<file path="config.mk">
export PLATFORM = sky130hd
export DESIGN_NAME = vra_dev_flat
export DESIGN_NICKNAME = d
export VERILOG_FILES = /design/src/vra_pkg.sv /design/src/vra_if.sv /design/src/vra_dev.sv /design/src/flat_wrapper.sv
export SDC_FILE = /design/constraint.sdc
export NUM_CORES = 1
export LEC_CHECK = 0
export BUFFER_PORTS_ARGS = -buffer_cell sky130_fd_sc_hd__buf_2
export CAP_MARGIN = 20
export CORE_ASPECT_RATIO = 1.1
export CORE_MARGIN = 8
export CORE_UTILIZATION = 40
export DETAILED_ROUTE_END_ITERATION = 7
export GPL_ROUTABILITY_DRIVEN = 0
export GPL_TIMING_DRIVEN = 0
export PLACE_DENSITY = 0.68
export SETUP_SLACK_MARGIN = 0.2
export SLEW_MARGIN = 5
export SYNTH_ARGS = -nofsm -noshare
export SYNTH_HDL_FRONTEND = slang
export SYNTH_SLANG_ARGS = --single-unit
</file>
<file path="constraint.sdc">
create_clock -name I_CLK -period 3.6 [get_ports I_CLK]
set_input_delay 0.36 -clock I_CLK [delete_from_list [all_inputs] [get_ports I_CLK]]
set_output_delay 0.36 -clock I_CLK [all_outputs]
set_load 0.005 [all_outputs]
</file>
<file path="src/vra_pkg.sv">
package vra_pkg;
    // register indices on the host bus
    localparam logic [4:0] REG_HTOTAL = 5'h00;
    localparam logic [4:0] REG_HDISP = 5'h01;
    localparam logic [4:0] REG_HSPOS = 5'h02;
    localparam logic [4:0] REG_SWIDTH = 5'h03;
    localparam logic [4:0] REG_VTOTAL = 5'h04;
    localparam logic [4:0] REG_VDISP = 5'h06;
    localparam logic [4:0] REG_VSPOS = 5'h07;
    localparam logic [4:0] REG_MODE = 5'h08;
    localparam logic [4:0] REG_MAXSL = 5'h09;
    localparam logic [4:0] REG_START_HI = 5'h0c;
    localparam logic [4:0] REG_START_LO = 5'h0d;
    localparam logic [4:0] REG_UPD_HI = 5'h12;
    localparam logic [4:0] REG_UPD_LO = 5'h13;
    localparam logic [4:0] REG_DUMMY = 5'h1f;
    // mode control field positions
    localparam int MODE_ILACE = 0;
    localparam int MODE_VIDEO = 1;
    localparam int MODE_ROWCOL = 2;
    localparam int MODE_TRANSP = 3;
    localparam int MODE_BLANK_UPD = 7;
    // status field position
    localparam int STAT_VBLANK = 5;
    // reset values of the timing registers
    localparam logic [7:0] RST_HTOTAL = 8'h3f;
    localparam logic [7:0] RST_HDISP = 8'h28;
    localparam logic [7:0] RST_HSPOS = 8'h30;
    localparam logic [7:0] RST_SWIDTH = 8'h24;
    localparam logic [6:0] RST_VTOTAL = 7'h1f;
    localparam logic [6:0] RST_VDISP = 7'h19;
    localparam logic [6:0] RST_VSPOS = 7'h1c;
    localparam logic [7:0] RST_MODE = 8'h00;
    localparam logic [4:0] RST_MAXSL = 5'h07;
    // row/column layout puts each row 256 locations further on
    localparam logic [13:0] ROWCOL_STEP = 14'h0100;
    // host bus phase counter: e high in the last two of four cycles
    localparam logic [1:0] PH_LAST = 2'h3;
endpackage : vra_pkg

</file>
<file path="src/vra_if.sv">
`timescale 1ns/100ps
interface vra_if;
    logic e; // phase 2 enable from the host
    logic cs_n; // chip select, active low
    logic rs; // 0 address/status, 1 data register
    logic rw; // 1 read, 0 write
    logic [7:0] dbus_h2d; // host write data
    logic [7:0] dbus_d2h; // device read data
    logic dbus_oe_n; // low while the device drives the data bus
    logic [13:0] display_address_lines; // refresh or update address
    logic [4:0] ra; // scan line; bit 4 may carry the update pulse
    logic hsync;
    logic vsync;
    logic de; // display enable
    modport dev (input e, cs_n, rs, rw, dbus_h2d,
        output dbus_d2h, dbus_oe_n, display_address_lines, ra, hsync, vsync, de);
    modport host (output e, cs_n, rs, rw, dbus_h2d,
        input dbus_d2h, dbus_oe_n, display_address_lines, ra, hsync, vsync, de);
endinterface : vra_if

</file>
<file path="src/vra_dev.sv">
// Operation
// unimplemented readable bits return zero
// dummy location or deselect: bus undriven
// binary mode: rows step by displayed count
// row/column mode: rows step by 256
// transparent mode: device alone drives addresses
// priority mode: host address overrides refresh
// interleave: refresh in phase 1, host phase 2
// status bit 5 high during vertical blanking
// transparent interleave: update address in phase 2
// host loads update address before access
// blanking update only inside blanking intervals
// update pulse marks update address present
// external latches hold host write data
// non-interlace: identical fields, every line
// interlace: alternate even and odd fields
// interlace sync: vsync half line later
// sync and video: even/odd lines per field
// mode bit selects row/column or binary
// refresh addresses driven otherwise
`timescale 1ns/100ps
module vra_dev
    import vra_pkg::*;
(
    input wire logic I_CLK,
    input wire logic I_ARST_N,
    vra_if.dev bus
);
    // all state of the device
    typedef struct packed {
        logic [4:0] addr; // selected register index
        logic [7:0] htotal;
        logic [7:0] hdisp;
        logic [7:0] hspos;
        logic [7:0] swidth; // vsync width high nibble, hsync low
        logic [6:0] vtotal;
        logic [6:0] vdisp;
        logic [6:0] vspos;
        logic [7:0] mode;
        logic [4:0] maxsl;
        logic [13:0] start;
        logic [13:0] upd; // update address register
        logic [7:0] hcnt; // character count in line
        logic [4:0] sl; // scan line in row
        logic [6:0] row;
        logic [13:0] row_start;
        logic field; // 1 = odd field
        logic [4:0] hs_left;
        logic [4:0] vs_left;
        logic upd_pend; // update address waiting for blanking
        logic e_q; // previous e for edge finding
        logic [13:0] ma;
        logic [4:0] ra;
        logic hsync;
        logic vsync;
        logic de;
        logic [7:0] rdata;
    } vra_dev_s;

    vra_dev_s q;
    vra_dev_s d;

    // scratch terms
    logic wr; // register write taken this cycle
    logic line_end, sl_end, row_end, frame_end; // raster boundaries
    logic video; // interlaced sync and video
    logic hbl, vbl; // horizontal and vertical blanking
    logic grant; // update slot granted; update address shown from the next clock
    logic sl_first; // first scan line of a row in this field
    logic [7:0] vs_point; // character at which vsync counts
    logic [13:0] refresh, row_step;

    // host sees the bus undriven for the dummy slot and when deselected
    assign bus.dbus_oe_n = !(!bus.cs_n && bus.rw && bus.e
        && !(bus.rs && q.addr == REG_DUMMY));
    assign bus.dbus_d2h = q.rdata;
    assign bus.display_address_lines = q.ma;
    assign bus.ra = q.ra;
    assign bus.hsync = q.hsync;
    assign bus.vsync = q.vsync;
    assign bus.de = q.de;

    // next state
    always_comb
    begin
        d = q;
        d.e_q = bus.e;
        // writes take effect on the rising edge of e
        wr = bus.e && !q.e_q && !bus.cs_n && !bus.rw;
        video = q.mode[MODE_ILACE] && q.mode[MODE_VIDEO];
        hbl = q.hcnt >= q.hdisp;
        vbl = q.row >= q.vdisp;

        // register writes, decoded by index
        if (wr && !bus.rs)
        begin
            d.addr = bus.dbus_h2d[4:0];
        end
        else if (wr)
        begin
            if (q.addr == REG_HTOTAL)
            begin
                d.htotal = bus.dbus_h2d;
            end
            else if (q.addr == REG_HDISP)
            begin
                d.hdisp = bus.dbus_h2d;
            end
            else if (q.addr == REG_HSPOS)
            begin
                d.hspos = bus.dbus_h2d;
            end
            else if (q.addr == REG_SWIDTH)
            begin
                d.swidth = bus.dbus_h2d;
            end
            else if (q.addr == REG_VTOTAL)
            begin
                d.vtotal = bus.dbus_h2d[6:0];
            end
            else if (q.addr == REG_VDISP)
            begin
                d.vdisp = bus.dbus_h2d[6:0];
            end
            else if (q.addr == REG_VSPOS)
            begin
                d.vspos = bus.dbus_h2d[6:0];
            end
            else if (q.addr == REG_MODE)
            begin
                d.mode = bus.dbus_h2d;
            end
            else if (q.addr == REG_MAXSL)
            begin
                d.maxsl = bus.dbus_h2d[4:0];
            end
            else if (q.addr == REG_START_HI)
            begin
                d.start[13:8] = bus.dbus_h2d[5:0];
            end
            else if (q.addr == REG_START_LO)
            begin
                d.start[7:0] = bus.dbus_h2d;
            end
            else if (q.addr == REG_UPD_HI)
            begin
                d.upd[13:8] = bus.dbus_h2d[5:0];
            end
            else if (q.addr == REG_UPD_LO)
            begin
                d.upd[7:0] = bus.dbus_h2d;
            end
        end

        // read data: only status has live bits, the rest read zero
        d.rdata = 8'h00;
        if (!bus.rs)
        begin
            d.rdata[STAT_VBLANK] = vbl;
        end

        // horizontal and vertical counting, same every field outside video mode
        line_end = q.hcnt == q.htotal;
        sl_end = video ? (q.sl[4:1] >= q.maxsl[4:1]) : (q.sl >= q.maxsl);
        row_end = line_end && sl_end;
        frame_end = row_end && q.row == q.vtotal;
        d.hcnt = line_end ? 8'h00 : q.hcnt + 8'h01;
        row_step = q.mode[MODE_ROWCOL] ? ROWCOL_STEP : {6'h00, q.hdisp};
        if (frame_end)
        begin
            // interlace alternates fields; plain mode ignores the bit
            d.field = q.mode[MODE_ILACE] ? !q.field : 1'b0;
            d.row = 7'h00;
            d.row_start = q.start;
            // video mode starts each field on its own line parity
            d.sl = video ? {4'h0, !q.field} : 5'h00;
        end
        else if (row_end)
        begin
            d.row = q.row + 7'h01;
            d.row_start = q.row_start + row_step;
            d.sl = video ? {4'h0, q.field} : 5'h00;
        end
        else if (line_end)
        begin
            // video mode skips the other field's lines
            d.sl = q.sl + (video ? 5'h02 : 5'h01);
        end
        // refresh address for this character; row/column keeps the column in the low byte
        refresh = q.mode[MODE_ROWCOL] ? {q.row_start[13:8], q.row_start[7:0] + q.hcnt}
            : q.row_start + {6'h00, q.hcnt};

        // horizontal sync, width 0 counts as 16
        if (q.hcnt == q.hspos)
        begin
            d.hs_left = {q.swidth[3:0] == 4'h0, q.swidth[3:0]};
        end
        else if (q.hs_left != 5'h00)
        begin
            d.hs_left = q.hs_left - 5'h01;
        end
        d.hsync = d.hs_left != 5'h00;

        // vertical sync: odd interlaced fields move half a line later
        vs_point = (q.mode[MODE_ILACE] && q.field) ? {1'b0, q.htotal[7:1]} : 8'h00;
        sl_first = q.sl == (video ? {4'h0, q.field} : 5'h00);
        if (q.hcnt == vs_point)
        begin
            if (q.row == q.vspos && sl_first)
            begin
                d.vs_left = {q.swidth[7:4] == 4'h0, q.swidth[7:4]};
            end
            else if (q.vs_left != 5'h00)
            begin
                d.vs_left = q.vs_left - 5'h01;
            end
        end
        d.vsync = d.vs_left != 5'h00;

        // blanking update: one character slot per pending write
        grant = q.mode[MODE_TRANSP] && q.mode[MODE_BLANK_UPD] && q.upd_pend
            && (hbl || vbl);
        // a new write in the grant cycle keeps the request alive
        d.upd_pend = (wr && bus.rs && q.addr == REG_UPD_LO) || (q.upd_pend && !grant);
        // address mux; the result lags e by one clock
        if (q.mode[MODE_TRANSP] && !q.mode[MODE_BLANK_UPD] && bus.e)
        begin
            d.ma = q.upd;
        end
        else if (grant)
        begin
            d.ma = q.upd;
        end
        else
        begin
            d.ma = refresh;
        end

        // scan line bit 4 doubles as update pulse in blanking update mode
        if (q.mode[MODE_TRANSP] && q.mode[MODE_BLANK_UPD])
        begin
            d.ra = {grant, q.sl[3:0]};
        end
        else
        begin
            d.ra = q.sl;
        end
        d.de = !hbl && !vbl;
    end

    // state register
    always_ff @(posedge I_CLK or negedge I_ARST_N)
    begin
        if (!I_ARST_N)
        begin
            q <= '0;
            q.htotal <= RST_HTOTAL;
            q.hdisp <= RST_HDISP;
            q.hspos <= RST_HSPOS;
            q.swidth <= RST_SWIDTH;
            q.vtotal <= RST_VTOTAL;
            q.vdisp <= RST_VDISP;
            q.vspos <= RST_VSPOS;
            q.mode <= RST_MODE;
            q.maxsl <= RST_MAXSL;
        end
        else
        begin
            q <= d;
        end
    end
endmodule : vra_dev

</file>
<file path="src/flat_wrapper.sv">
// flat-port wrapper written by rule: the top's interface ports become plain ports
module vra_dev_flat import vra_pkg::*;
  (I_CLK, I_ARST_N, bus_e, bus_cs_n, bus_rs, bus_rw, bus_dbus_h2d, bus_dbus_d2h, bus_dbus_oe_n, bus_display_address_lines, bus_ra, bus_hsync, bus_vsync, bus_de);
  vra_if bus_i ();
  input wire logic I_CLK;
  input wire logic I_ARST_N;
  input wire logic [$bits(bus_i.e)-1:0] bus_e;
  input wire logic [$bits(bus_i.cs_n)-1:0] bus_cs_n;
  input wire logic [$bits(bus_i.rs)-1:0] bus_rs;
  input wire logic [$bits(bus_i.rw)-1:0] bus_rw;
  input wire logic [$bits(bus_i.dbus_h2d)-1:0] bus_dbus_h2d;
  output wire logic [$bits(bus_i.dbus_d2h)-1:0] bus_dbus_d2h;
  output wire logic [$bits(bus_i.dbus_oe_n)-1:0] bus_dbus_oe_n;
  output wire logic [$bits(bus_i.display_address_lines)-1:0] bus_display_address_lines;
  output wire logic [$bits(bus_i.ra)-1:0] bus_ra;
  output wire logic [$bits(bus_i.hsync)-1:0] bus_hsync;
  output wire logic [$bits(bus_i.vsync)-1:0] bus_vsync;
  output wire logic [$bits(bus_i.de)-1:0] bus_de;
  assign bus_i.e = bus_e;
  assign bus_i.cs_n = bus_cs_n;
  assign bus_i.rs = bus_rs;
  assign bus_i.rw = bus_rw;
  assign bus_i.dbus_h2d = bus_dbus_h2d;
  assign bus_dbus_d2h = bus_i.dbus_d2h;
  assign bus_dbus_oe_n = bus_i.dbus_oe_n;
  assign bus_display_address_lines = bus_i.display_address_lines;
  assign bus_ra = bus_i.ra;
  assign bus_hsync = bus_i.hsync;
  assign bus_vsync = bus_i.vsync;
  assign bus_de = bus_i.de;
  vra_dev u_core (.I_CLK(I_CLK), .I_ARST_N(I_ARST_N), .bus(bus_i));
endmodule
</file>
Yosys cells after proc, flatten, opt, wreduce, memory -nomap -nowiden
Index checks and enable logic that the tools add are counted.

Register bits: 169. Output and inout bits: 31.

Add/subtract/negate cells: 8. $lt $le $gt $ge: 4. Equality and inequality tests: 19. Mux-type cells: 22. Bitwise gates (word level): 13. Reduce and logical (&&, ||, !) cells: 57.

Operators by type and width (number): $mux W14 (3); $mux W5 (8); $mux W26 (1); $eq A8 B8 Y1 (3); $logic_and A1 B1 Y1 (22); $mux W21 (1); $eq A5 B4 Y1 const B (4); $reduce_bool A5 Y1 (4); $eq A5 B3 Y1 const B (3); $eq A5 B5 Y1 const B (3); $reduce_and A15 Y1 (1); $add A14 B14 Y14 (1); $add A14 B8 Y14 (1); $eq A7 B7 Y1 (2); $reduce_and A14 Y1 (1); $not A1 Y1 (13); $reduce_and A13 Y1 (1); $reduce_and A12 Y1 (1); $logic_not A1 Y1 (11); $reduce_and A11 Y1 (1); $eq A5 B2 Y1 const B (2); $reduce_and A10 Y1 (1); $sub A5 B1 Y5 const B (2); $mux W9 (1); 26 further kinds (32).

Depth between registers and ports, before layout
Gate-level depths: netlist (run 1).

Depth in word-level cells: 7. Gate-level depth with buffers: 12. Depth with buffers taken out: 11.

Least setup slack after synthesis (run 1)
Ideal clock, no wire load.

Path kind: register -> register. From: register u_core.q[112] (netlist name). To: register u_core.q[53] (netlist name). Library setup time: 0.083 ns. Arrival: 2.429 ns. Data required time: 3.517 ns. Setup slack: 1.088 ns. Cell stages (with the launch flop): 13. Buffers on the path: 1. Period minus slack after synthesis: 2.512 ns. Path through: dfrtp_1 clkbuf_1 nor2b_1 ha_1 inv_1 fa_1 nor2b_1 o21ai_0 a21oi_1 o31ai_1 a2111oi_0 nor4_1 o21ai_0.

Word-level cells in the longest chain between the ends: 4.

Ends and longest elaborated chain: start, declared (line vra_dev.sv:60) `vra_dev_s q;`; $mux W9 (line vra_dev.sv:168) `row_step = q.mode[MODE_ROWCOL] ? ROWCOL_STEP : {6'h00, q.hdisp};`; $add A14 B14 Y14 (line vra_dev.sv:181) `d.row_start = q.row_start + row_step;`; $mux W21 (line vra_dev.sv:178) `else if (row_end)`; $mux W26 (line vra_dev.sv:169) `if (frame_end)`.

Every way passes these cells. The select of a mux whose other input is x is not followed. A chain may end at the register's enable or synchronous reset.

Worst setup path after layout (run 1)
From: register u_core.q[64] (netlist name). To: register u_core.q[48] (netlist name).

Word-level cells in the longest chain between the ends: 5. Elaborated cells between the ends (all ways): 6. Those cells by class: order compare: 1; mux: 2; reduce/logical: 3.

Ends and longest elaborated chain: $ge A5 B5 Y1 (*) (line vra_dev.sv:164) `sl_end = video ? (q.sl[4:1] >= q.maxsl[4:1]) : (q.sl >= q.maxsl);`; $mux W1 (*) (line vra_dev.sv:164); $logic_and A1 B1 Y1 (*) (line vra_dev.sv:165) `row_end = line_end && sl_end;`; $logic_and A1 B1 Y1 (line vra_dev.sv:166) `frame_end = row_end && q.row == q.vtotal;`; $mux W26 or $reduce_bool A2 Y1 (tied branches).

Mark *: on every way between the ends. The rest lies on a longest branch, timed or not.

==> results of run 1 <==
## through the flow
stage	setup WS [ns]	instance area, µm²	hold slack [ns]
finish	0.475	10500	0.154
global route	0.285	10500	0.131
CTS	0.398	10500	0.132
detailed placement	0.436	9860	0.293
global placement	-0.417	9820	0.474
floorplan	1.09	9260	0.0644
## power by group
group / leakage [µW] / internal (µW) / switching (µW) / total [µW]
sequential: 0.00206 / 2230 / 263 / 2490
clock: 0.000310 / 1260 / 730 / 1990
combinational: 0.00263 / 967 / 1190 / 2160
total: 0.00500 / 4460 / 2190 / 6650
## flip-flops by register name (all words and copies together) (netlist names)
| name | cells |
|---|---|
| u_core.bus.ra | 5 |
| u_core.bus.hsync | 1 |
| u_core.bus.dbus_d2h | 1 |
| u_core.bus.de | 1 |
| u_core.bus.display_address_lines | 14 |
| u_core.q | 143 |
| u_core.bus.vsync | 1 |
## final cells by class
cell class / count / area share [%]
multi-input combinational: 611 / 43.3
sequential: 166 / 39.8
clock buffer: 22 / 4.41
tap: 300 / 3.57
buffer: 66 / 3.39
timing repair buffer: 40 / 2.26
clock inverter: 9 / 1.68
inverter: 45 / 1.61
## cell families after synthesis
group | synth area share (%)
compound gates | 11.0
fa+ha+maj | 6.74
flops | 45.3
buf+inv | 5.69
xor+xnor | 5.01
mux | 12.5
simple gates | 13.7
other cells | 0.0406
## synth_stat cells (all sizes together) (3+ instances only)
library cell and count:
nor2b 12, a31oi 7, buf 32, o2111ai 6, clkbuf 34, o21ai 58, and3 9, nor4 9
a211oi 3, inv 45, dfstp 26, mux2 96, nand3b 3, nand4 11, fa 3, nand4b 4
a21o 8, nor2 53, nor3b 3, and2 5, nand2 58, o22ai 6, or3 5, o211ai 5
nand3 28, a21oi 28, nor3 17, mux2i 7, xnor2 20, xor2 32, or4b 3, a221o 3
dfrtp 140, o31ai 12, ha 45, or4 3, nand2b 12
## worst paths after layout
kind                       cells after the start                         end
max                                           10    u_core.q[48]$_DFFE_PN0P_
min                                            1      u_core.q[30]$_DFF_PN0_
max reg2reg                                   10    u_core.q[48]$_DFFE_PN0P_
min reg2reg                                    0  u_core.bus.ra[0]$_DFF_PN0_
max in group asynchronous                      3   u_core.q[159]$_DFFE_PN0P_
min in group asynchronous                      2    u_core.q[62]$_DFFE_PN0P_
## layout by cell type (no fill, tap or decap), types with 26 or more instances in the layout
master and instances:
dfrtp_1 140, mux2_2 94, nand2_1 58, o21ai_0 57, nor2_1 53, ha_1 45
inv_1 44, buf_2 39, clkbuf_1 37, xor2_1 32, buf_4 28, a21oi_1 28
nand3_1 27, dfstp_2 26
## per-layer routing
layer | up-vias | routed length, µm | part of all wire (%)
li1 | 3230 | - | -
met1 | 3388 | 9810 | 43
met2 | 205 | 10600 | 47
met3 | 41 | 1620 | 7.1
met4 | 0 | 652 | 2.9
met5 | - | 0 | 0
## worst max-delay path, stage by stage (launching register included)
cell and delay (ns):
dfrtp_1 0.43, inv_1 0.12, ha_1 0.29, nand2b_1 0.15, a221o_1 0.33, a31o_1 0.21, a21o_1 0.19, a21oi_1 0.18
clkbuf_1 0.51, nor2_1 0.27, mux2_2 0.33
## timing repair
item | CTS | global route
resized for setup | 0 | 1
endpoints found under the setup margin | 0 | 3
buffers inserted | 0 | 0
hold endpoints to repair | 34 | 0
hold buffers | 1 | 0
==> metrics.cfg, run 1 <==
[sta]
fmax_mhz = 320
setup_tns_ns = 0
period_share_pct = 86.8
rsz0062_at_grt = false
setup_viol = 0
relSlewSlack_pct = 30.1
slew_violations = 0
finalHoldViolations = 0
worst_pin_slew_ns = 1.04
fin_crit_ns = 3.12
finClkSkew_ns = 0.00854

[job]
maxCapViolations = 0

[drt]
drt_pre_antenna_iters = 5
wl_um = 22700
dr.first_iter.drc_count = 545
drcViolationCount = 0
wl_per_cell_um = 18.0
ant_nets = 0
dr_total_vias = 6864
via_per_inst = 5.45

[power_and_ir_drop]
p_leak_uw = 0.00500
total_power_uw = 6650
powerDensity_nw_per_um2 = 632
ir_worst_vdd_uv = 300

[cts]
cts.reportedPaths.clkPinSlew_ns = 0.06
root_buffer = clkbuf_16
cts_buffers = 17
cts.htree.levels = 4
cts_sinks = 166
cts_tree = done
clock_path_buffers = 2
clk_latency_ns = 0.43

[grt]
grt_use_met1_pct = 21.4
grt_use_met2_pct = 26.0
grt_pass1_wl_um = 36500
grtUsageMet3_pct = 3.51
grt_busiest_layer = met2
grt_start_max_net_pins = 119
grt_usage_pct = 16.4
antenna_found_initial = 0
grt-ovfl-total = 0
grt_pass1_vias = 6660

[yosys]
ys_seq_area_share_pct = 45.3
synth_cell_types = 74
postSynthAreaPerCell_um2 = 10.5
synth_seq_cells = 166
synth_area_um2 = 9240
synth.top_cells.by_area = dfrtp_1, mux2_2, dfstp_2
synthCells = 882
yosysTopAreaCell = dfrtp_1
async_flop_share_pct = 100
ys.warnings.count = 0
synth-edff-count = 0
synthFlopType = dfrtp_1
synth_top_area_share_pct = 37.9

[status]
run_status = complete, no violations

[finish]
insertedDiodeCount = 0
areaGrowthSynthToFinish_pct = 13.9
multi_input_area_um2 = 4560
stdcell_count = 1259
fin_util_pct = 46.2
nNetsFinal = 1009
fillers = 2174
seqCellArea_um2 = 4190
drive_gt1_share_pct = 24.0

[floorplanning]
io_pins = 45
core_area_um2 = 22800
start_util_pct = 40.6
die_area_um2 = 28200
fp.dieW_um = 161
die_height_um = 175
rows = 58

[hold_path]
holdCritStartpoint = bus_e
worstHoldPathType = in -> reg

[place]
dp_cells = 1226
place_hpwl_um = 16100
port_buffers = 37

[critical_path]
rrSetupSlack_ns = 0.48
endpoint_kind = flip-flop
arrival_ns = 3.45
crit_start = u_core.q[64]$_DFFE_PN0P_
path_max_fanout = 10
start_kind = flip-flop
r2r-start = u_core.q[64]$_DFFE_PN0P_
crit_required_ns = 3.92
crit_type = reg -> reg

No activity file was read; power rests on OpenSTA's default activity.
==> inputs of run 2 (changes only) <==
--- a/config.mk
+++ b/config.mk
@@ -14,7 +14,6 @@
 export GPL_ROUTABILITY_DRIVEN = 0
 export GPL_TIMING_DRIVEN = 0
 export PLACE_DENSITY = 0.68
-export SETUP_SLACK_MARGIN = 0.2
 export SLEW_MARGIN = 5
 export SYNTH_ARGS = -nofsm -noshare
 export SYNTH_HDL_FRONTEND = slang
==> constraint.sdc (replaced) <==
create_clock -name I_CLK -period 3.6 [get_ports I_CLK]
set_input_delay 0.36 -clock I_CLK [delete_from_list [all_inputs] [get_ports I_CLK]]
set_output_delay 0.36 -clock I_CLK [all_outputs]
set_load 0.01 [all_outputs]
==> run 2 against run 1 <==
Net effect:
- cell count stayed put
- utilization about the same
- worst hold slack got worse by 0.0021 ns
- flip-flop and latch count unchanged
- sequential power is essentially flat
- critical path type unchanged
- critical endpoint is now u_core.bus.display_address_lines[6]$_DFF_PN0_
- largest power group unchanged
- highest routed layer unchanged
==> metrics.cfg, run 2 (same netlist as run 1, synthesis figures left out) <==
[critical_path]
endpoint_kind = flip-flop
rr_worst_depth = 10  ; unchanged
start_kind = flip-flop
rrSetupSlack_ns = 0.37  ; -0.10 ns
arrival_ns = 3.54  ; +0.09 ns
rr_endpoint = u_core.bus.display_address_lines[6]$_DFF_PN0_
r2r-start = u_core.q[57]$_DFFE_PN0P_
crit_required_ns = 3.91  ; about the same
path_max_fanout = 10  ; unchanged
crit_type = reg -> reg

[drt]
drt_pre_antenna_iters = 5  ; unchanged
ant_nets = 0  ; unchanged
wl_um = 22800  ; +0.50%
drcViolationCount = 0  ; unchanged
dr.first_iter.drc_count = 511  ; -6.2%
dr_total_vias = 6858  ; -0.087%
via_per_inst = 5.45  ; about the same
wl_per_cell_um = 18.1  ; +0.50%

[sta]
fin_crit_ns = 3.23  ; +0.100 ns
setup_viol = 0  ; unchanged
rsz0062_at_grt = false
relSlewSlack_pct = 30.0  ; -0.094 points
finalHoldViolations = 0  ; unchanged
slew_violations = 0  ; unchanged
period_share_pct = 89.6  ; +2.8 points
worst_pin_slew_ns = 1.05  ; +0.00941 ns
fmax_mhz = 310  ; -3.1%
finClkSkew_ns = 0.00931  ; +0.000768 ns
holdWs_ns = 0.152  ; -0.00211 ns
finalWorstSetupSlack_ns = 0.375  ; -0.100 ns

[power_and_ir_drop]
ir_worst_vdd_uv = 300  ; +0.14%
power.switching_uw = 2220  ; +1.5%
p_int_uw = 4460  ; about the same
powerDensity_nw_per_um2 = 636  ; +0.60%
combinationalPowerShare_pct = 32.9  ; +0.4 points
swShare_pct = 33.2  ; +0.33 points
clkPwrFrac_pct = 29.8  ; -0.2 points
p_leak_uw = 0.00500  ; about the same
total_power_uw = 6680  ; +0.54%
p_seq_share_pct = 37.3  ; -0.2 points

[job]
maxCapViolations = 0  ; unchanged

[floorplanning]
io_pins = 45  ; unchanged
start_util_pct = 40.6  ; unchanged
die_height_um = 175  ; unchanged
die_area_um2 = 28200  ; unchanged
fp.dieW_um = 161  ; unchanged
rows = 58  ; unchanged
core_area_um2 = 22800  ; unchanged

[cts]
clock_path_buffers = 2  ; unchanged
cts.htree.levels = 4  ; unchanged
clk_latency_ns = 0.44  ; about the same
cts_setup_buffers = 0  ; unchanged
cts_buffers = 17  ; unchanged
cts_sinks = 166  ; unchanged
cts.reportedPaths.clkPinSlew_ns = 0.07  ; about the same
root_buffer = clkbuf_16
cts_tree = done

[finish]
fin_area_um2 = 10500  ; about the same
final_common_cell = dfrtp_1
largest-register = u_core.q
nNetsFinal = 1009  ; unchanged
final_cell_mix = dfrtp_1, mux2_2, nand2_1, o21ai_0, nor2_1
insertedDiodeCount = 0  ; unchanged
areaGrowthSynthToFinish_pct = 13.8  ; about the same
stdcell_count = 1259  ; unchanged
drive_gt1_share_pct = 23.9  ; -0.10 points
largest_register_ffs = 143  ; unchanged
fillers = 2173  ; -0.046%

[place]
dp_slack_ns = 0.436  ; unchanged
place_area_um2 = 9860  ; unchanged
dp_cells = 1226  ; unchanged
port_buffers = 37  ; unchanged
place_hpwl_um = 16100  ; unchanged

[hold_path]
holdCritStartpoint = bus_e
holdPathEnd = u_core.q[30]$_DFF_PN0_
worstHoldPathType = in -> reg
holdPathStages = 1  ; unchanged

[grt]
grt-ovfl-total = 0  ; unchanged
grt_usage_pct = 16.4  ; unchanged
grt_pass1_wl_um = 36500  ; unchanged
grt_start_max_net_pins = 119  ; unchanged
antenna_found_initial = 0  ; unchanged
grt_pass1_vias = 6660  ; unchanged

[status]
run_status = complete, no violations

[run 2: cell types whose count changed in the layout (fill, tap and decap cells not counted)]
cell     previous run  this run
a31oi_1             6         7
a31oi_2             1         0
[run 2: worst max-delay path by stage]
stage / slack (ns) / end / start / depth (start not counted)
detailed placement: 0.44 / u_core.bus.display_address_lines[6]$_DFF_PN0_ / u_core.q[57]$_DFFE_PN0P_ / 10
CTS: 0.40 / u_core.bus.display_address_lines[6]$_DFF_PN0_ / u_core.q[57]$_DFFE_PN0P_ / 10
global route: 0.15 / u_core.bus.display_address_lines[5]$_DFF_PN0_ / u_core.q[57]$_DFFE_PN0P_ / 10
floorplan: 1.09 / u_core.q[53]$_DFFE_PN0P_ / u_core.q[112]$_DFFE_PN0P_ / 12
global placement: -0.42 / u_core.bus.hsync$_DFF_PN0_ / I_ARST_N / 1
finish: 0.37 / u_core.bus.display_address_lines[6]$_DFF_PN0_ / u_core.q[57]$_DFFE_PN0P_ / 10
[run 2: metrics by stage]
stage               setup TNS, ns  util [%]
CTS                             0      46.1
detailed placement              0      43.3
global placement           -55.86      43.1
finish                          0      46.2
global route                    0      46.2
floorplan                       0         -
[run 2: routing by layer]
metal  global-route usage, %  share of wire, %  vias to the layer above
li1                        -                 -                     3231
met1                    21.4                44                     3392
met3                    3.51               6.1                       46
met2                    26.0                47                      189
met5                       0                 0                        -
met4                    6.76               2.9                        0
[run 2: layout make-up]
class / count / area (µm²) / share of cell area (%)
clock inverters: 9 / 176 / 1.68
inverters: 45 / 169 / 1.61
well taps: 300 / 375 / 3.57
flip-flops and latches: 166 / 4190 / 39.8
plain buffers: 66 / 357 / 3.39
clock buffers: 22 / 464 / 4.41
multi-input cells: 611 / 4550 / 43.3
repair buffers: 40 / 238 / 2.26
[run 2: power by group through the flow]
stage / registers [µW] / logic, µW / clock network, µW
floorplan: 2440 / 1650 / 0
global placement: 2520 / 2130 / 0
detailed placement: 2530 / 2180 / 0
CTS: 2490 / 2200 / 2020
global route: 2540 / 2450 / 2100
finish: 2500 / 2200 / 1990
[run 2: critical path, cell delays in order (launching register included)]
cell	delay, ns
dfrtp_1	0.53
inv_1	0.08
ha_1	0.29
nand2b_1	0.14
a211oi_1	0.22
o21ai_0	0.12
a31oi_1	0.46
a31oi_1	0.23
a31o_2	0.32
buf_1	0.30
mux2_1	0.39
[run 2: timing repair]
| item | in CTS | in global routing |
|---|---|---|
| hold buffers | 1 | 0 |
| endpoints found under the hold margin | 34 | 0 |
| resized for setup | 0 | 0 |
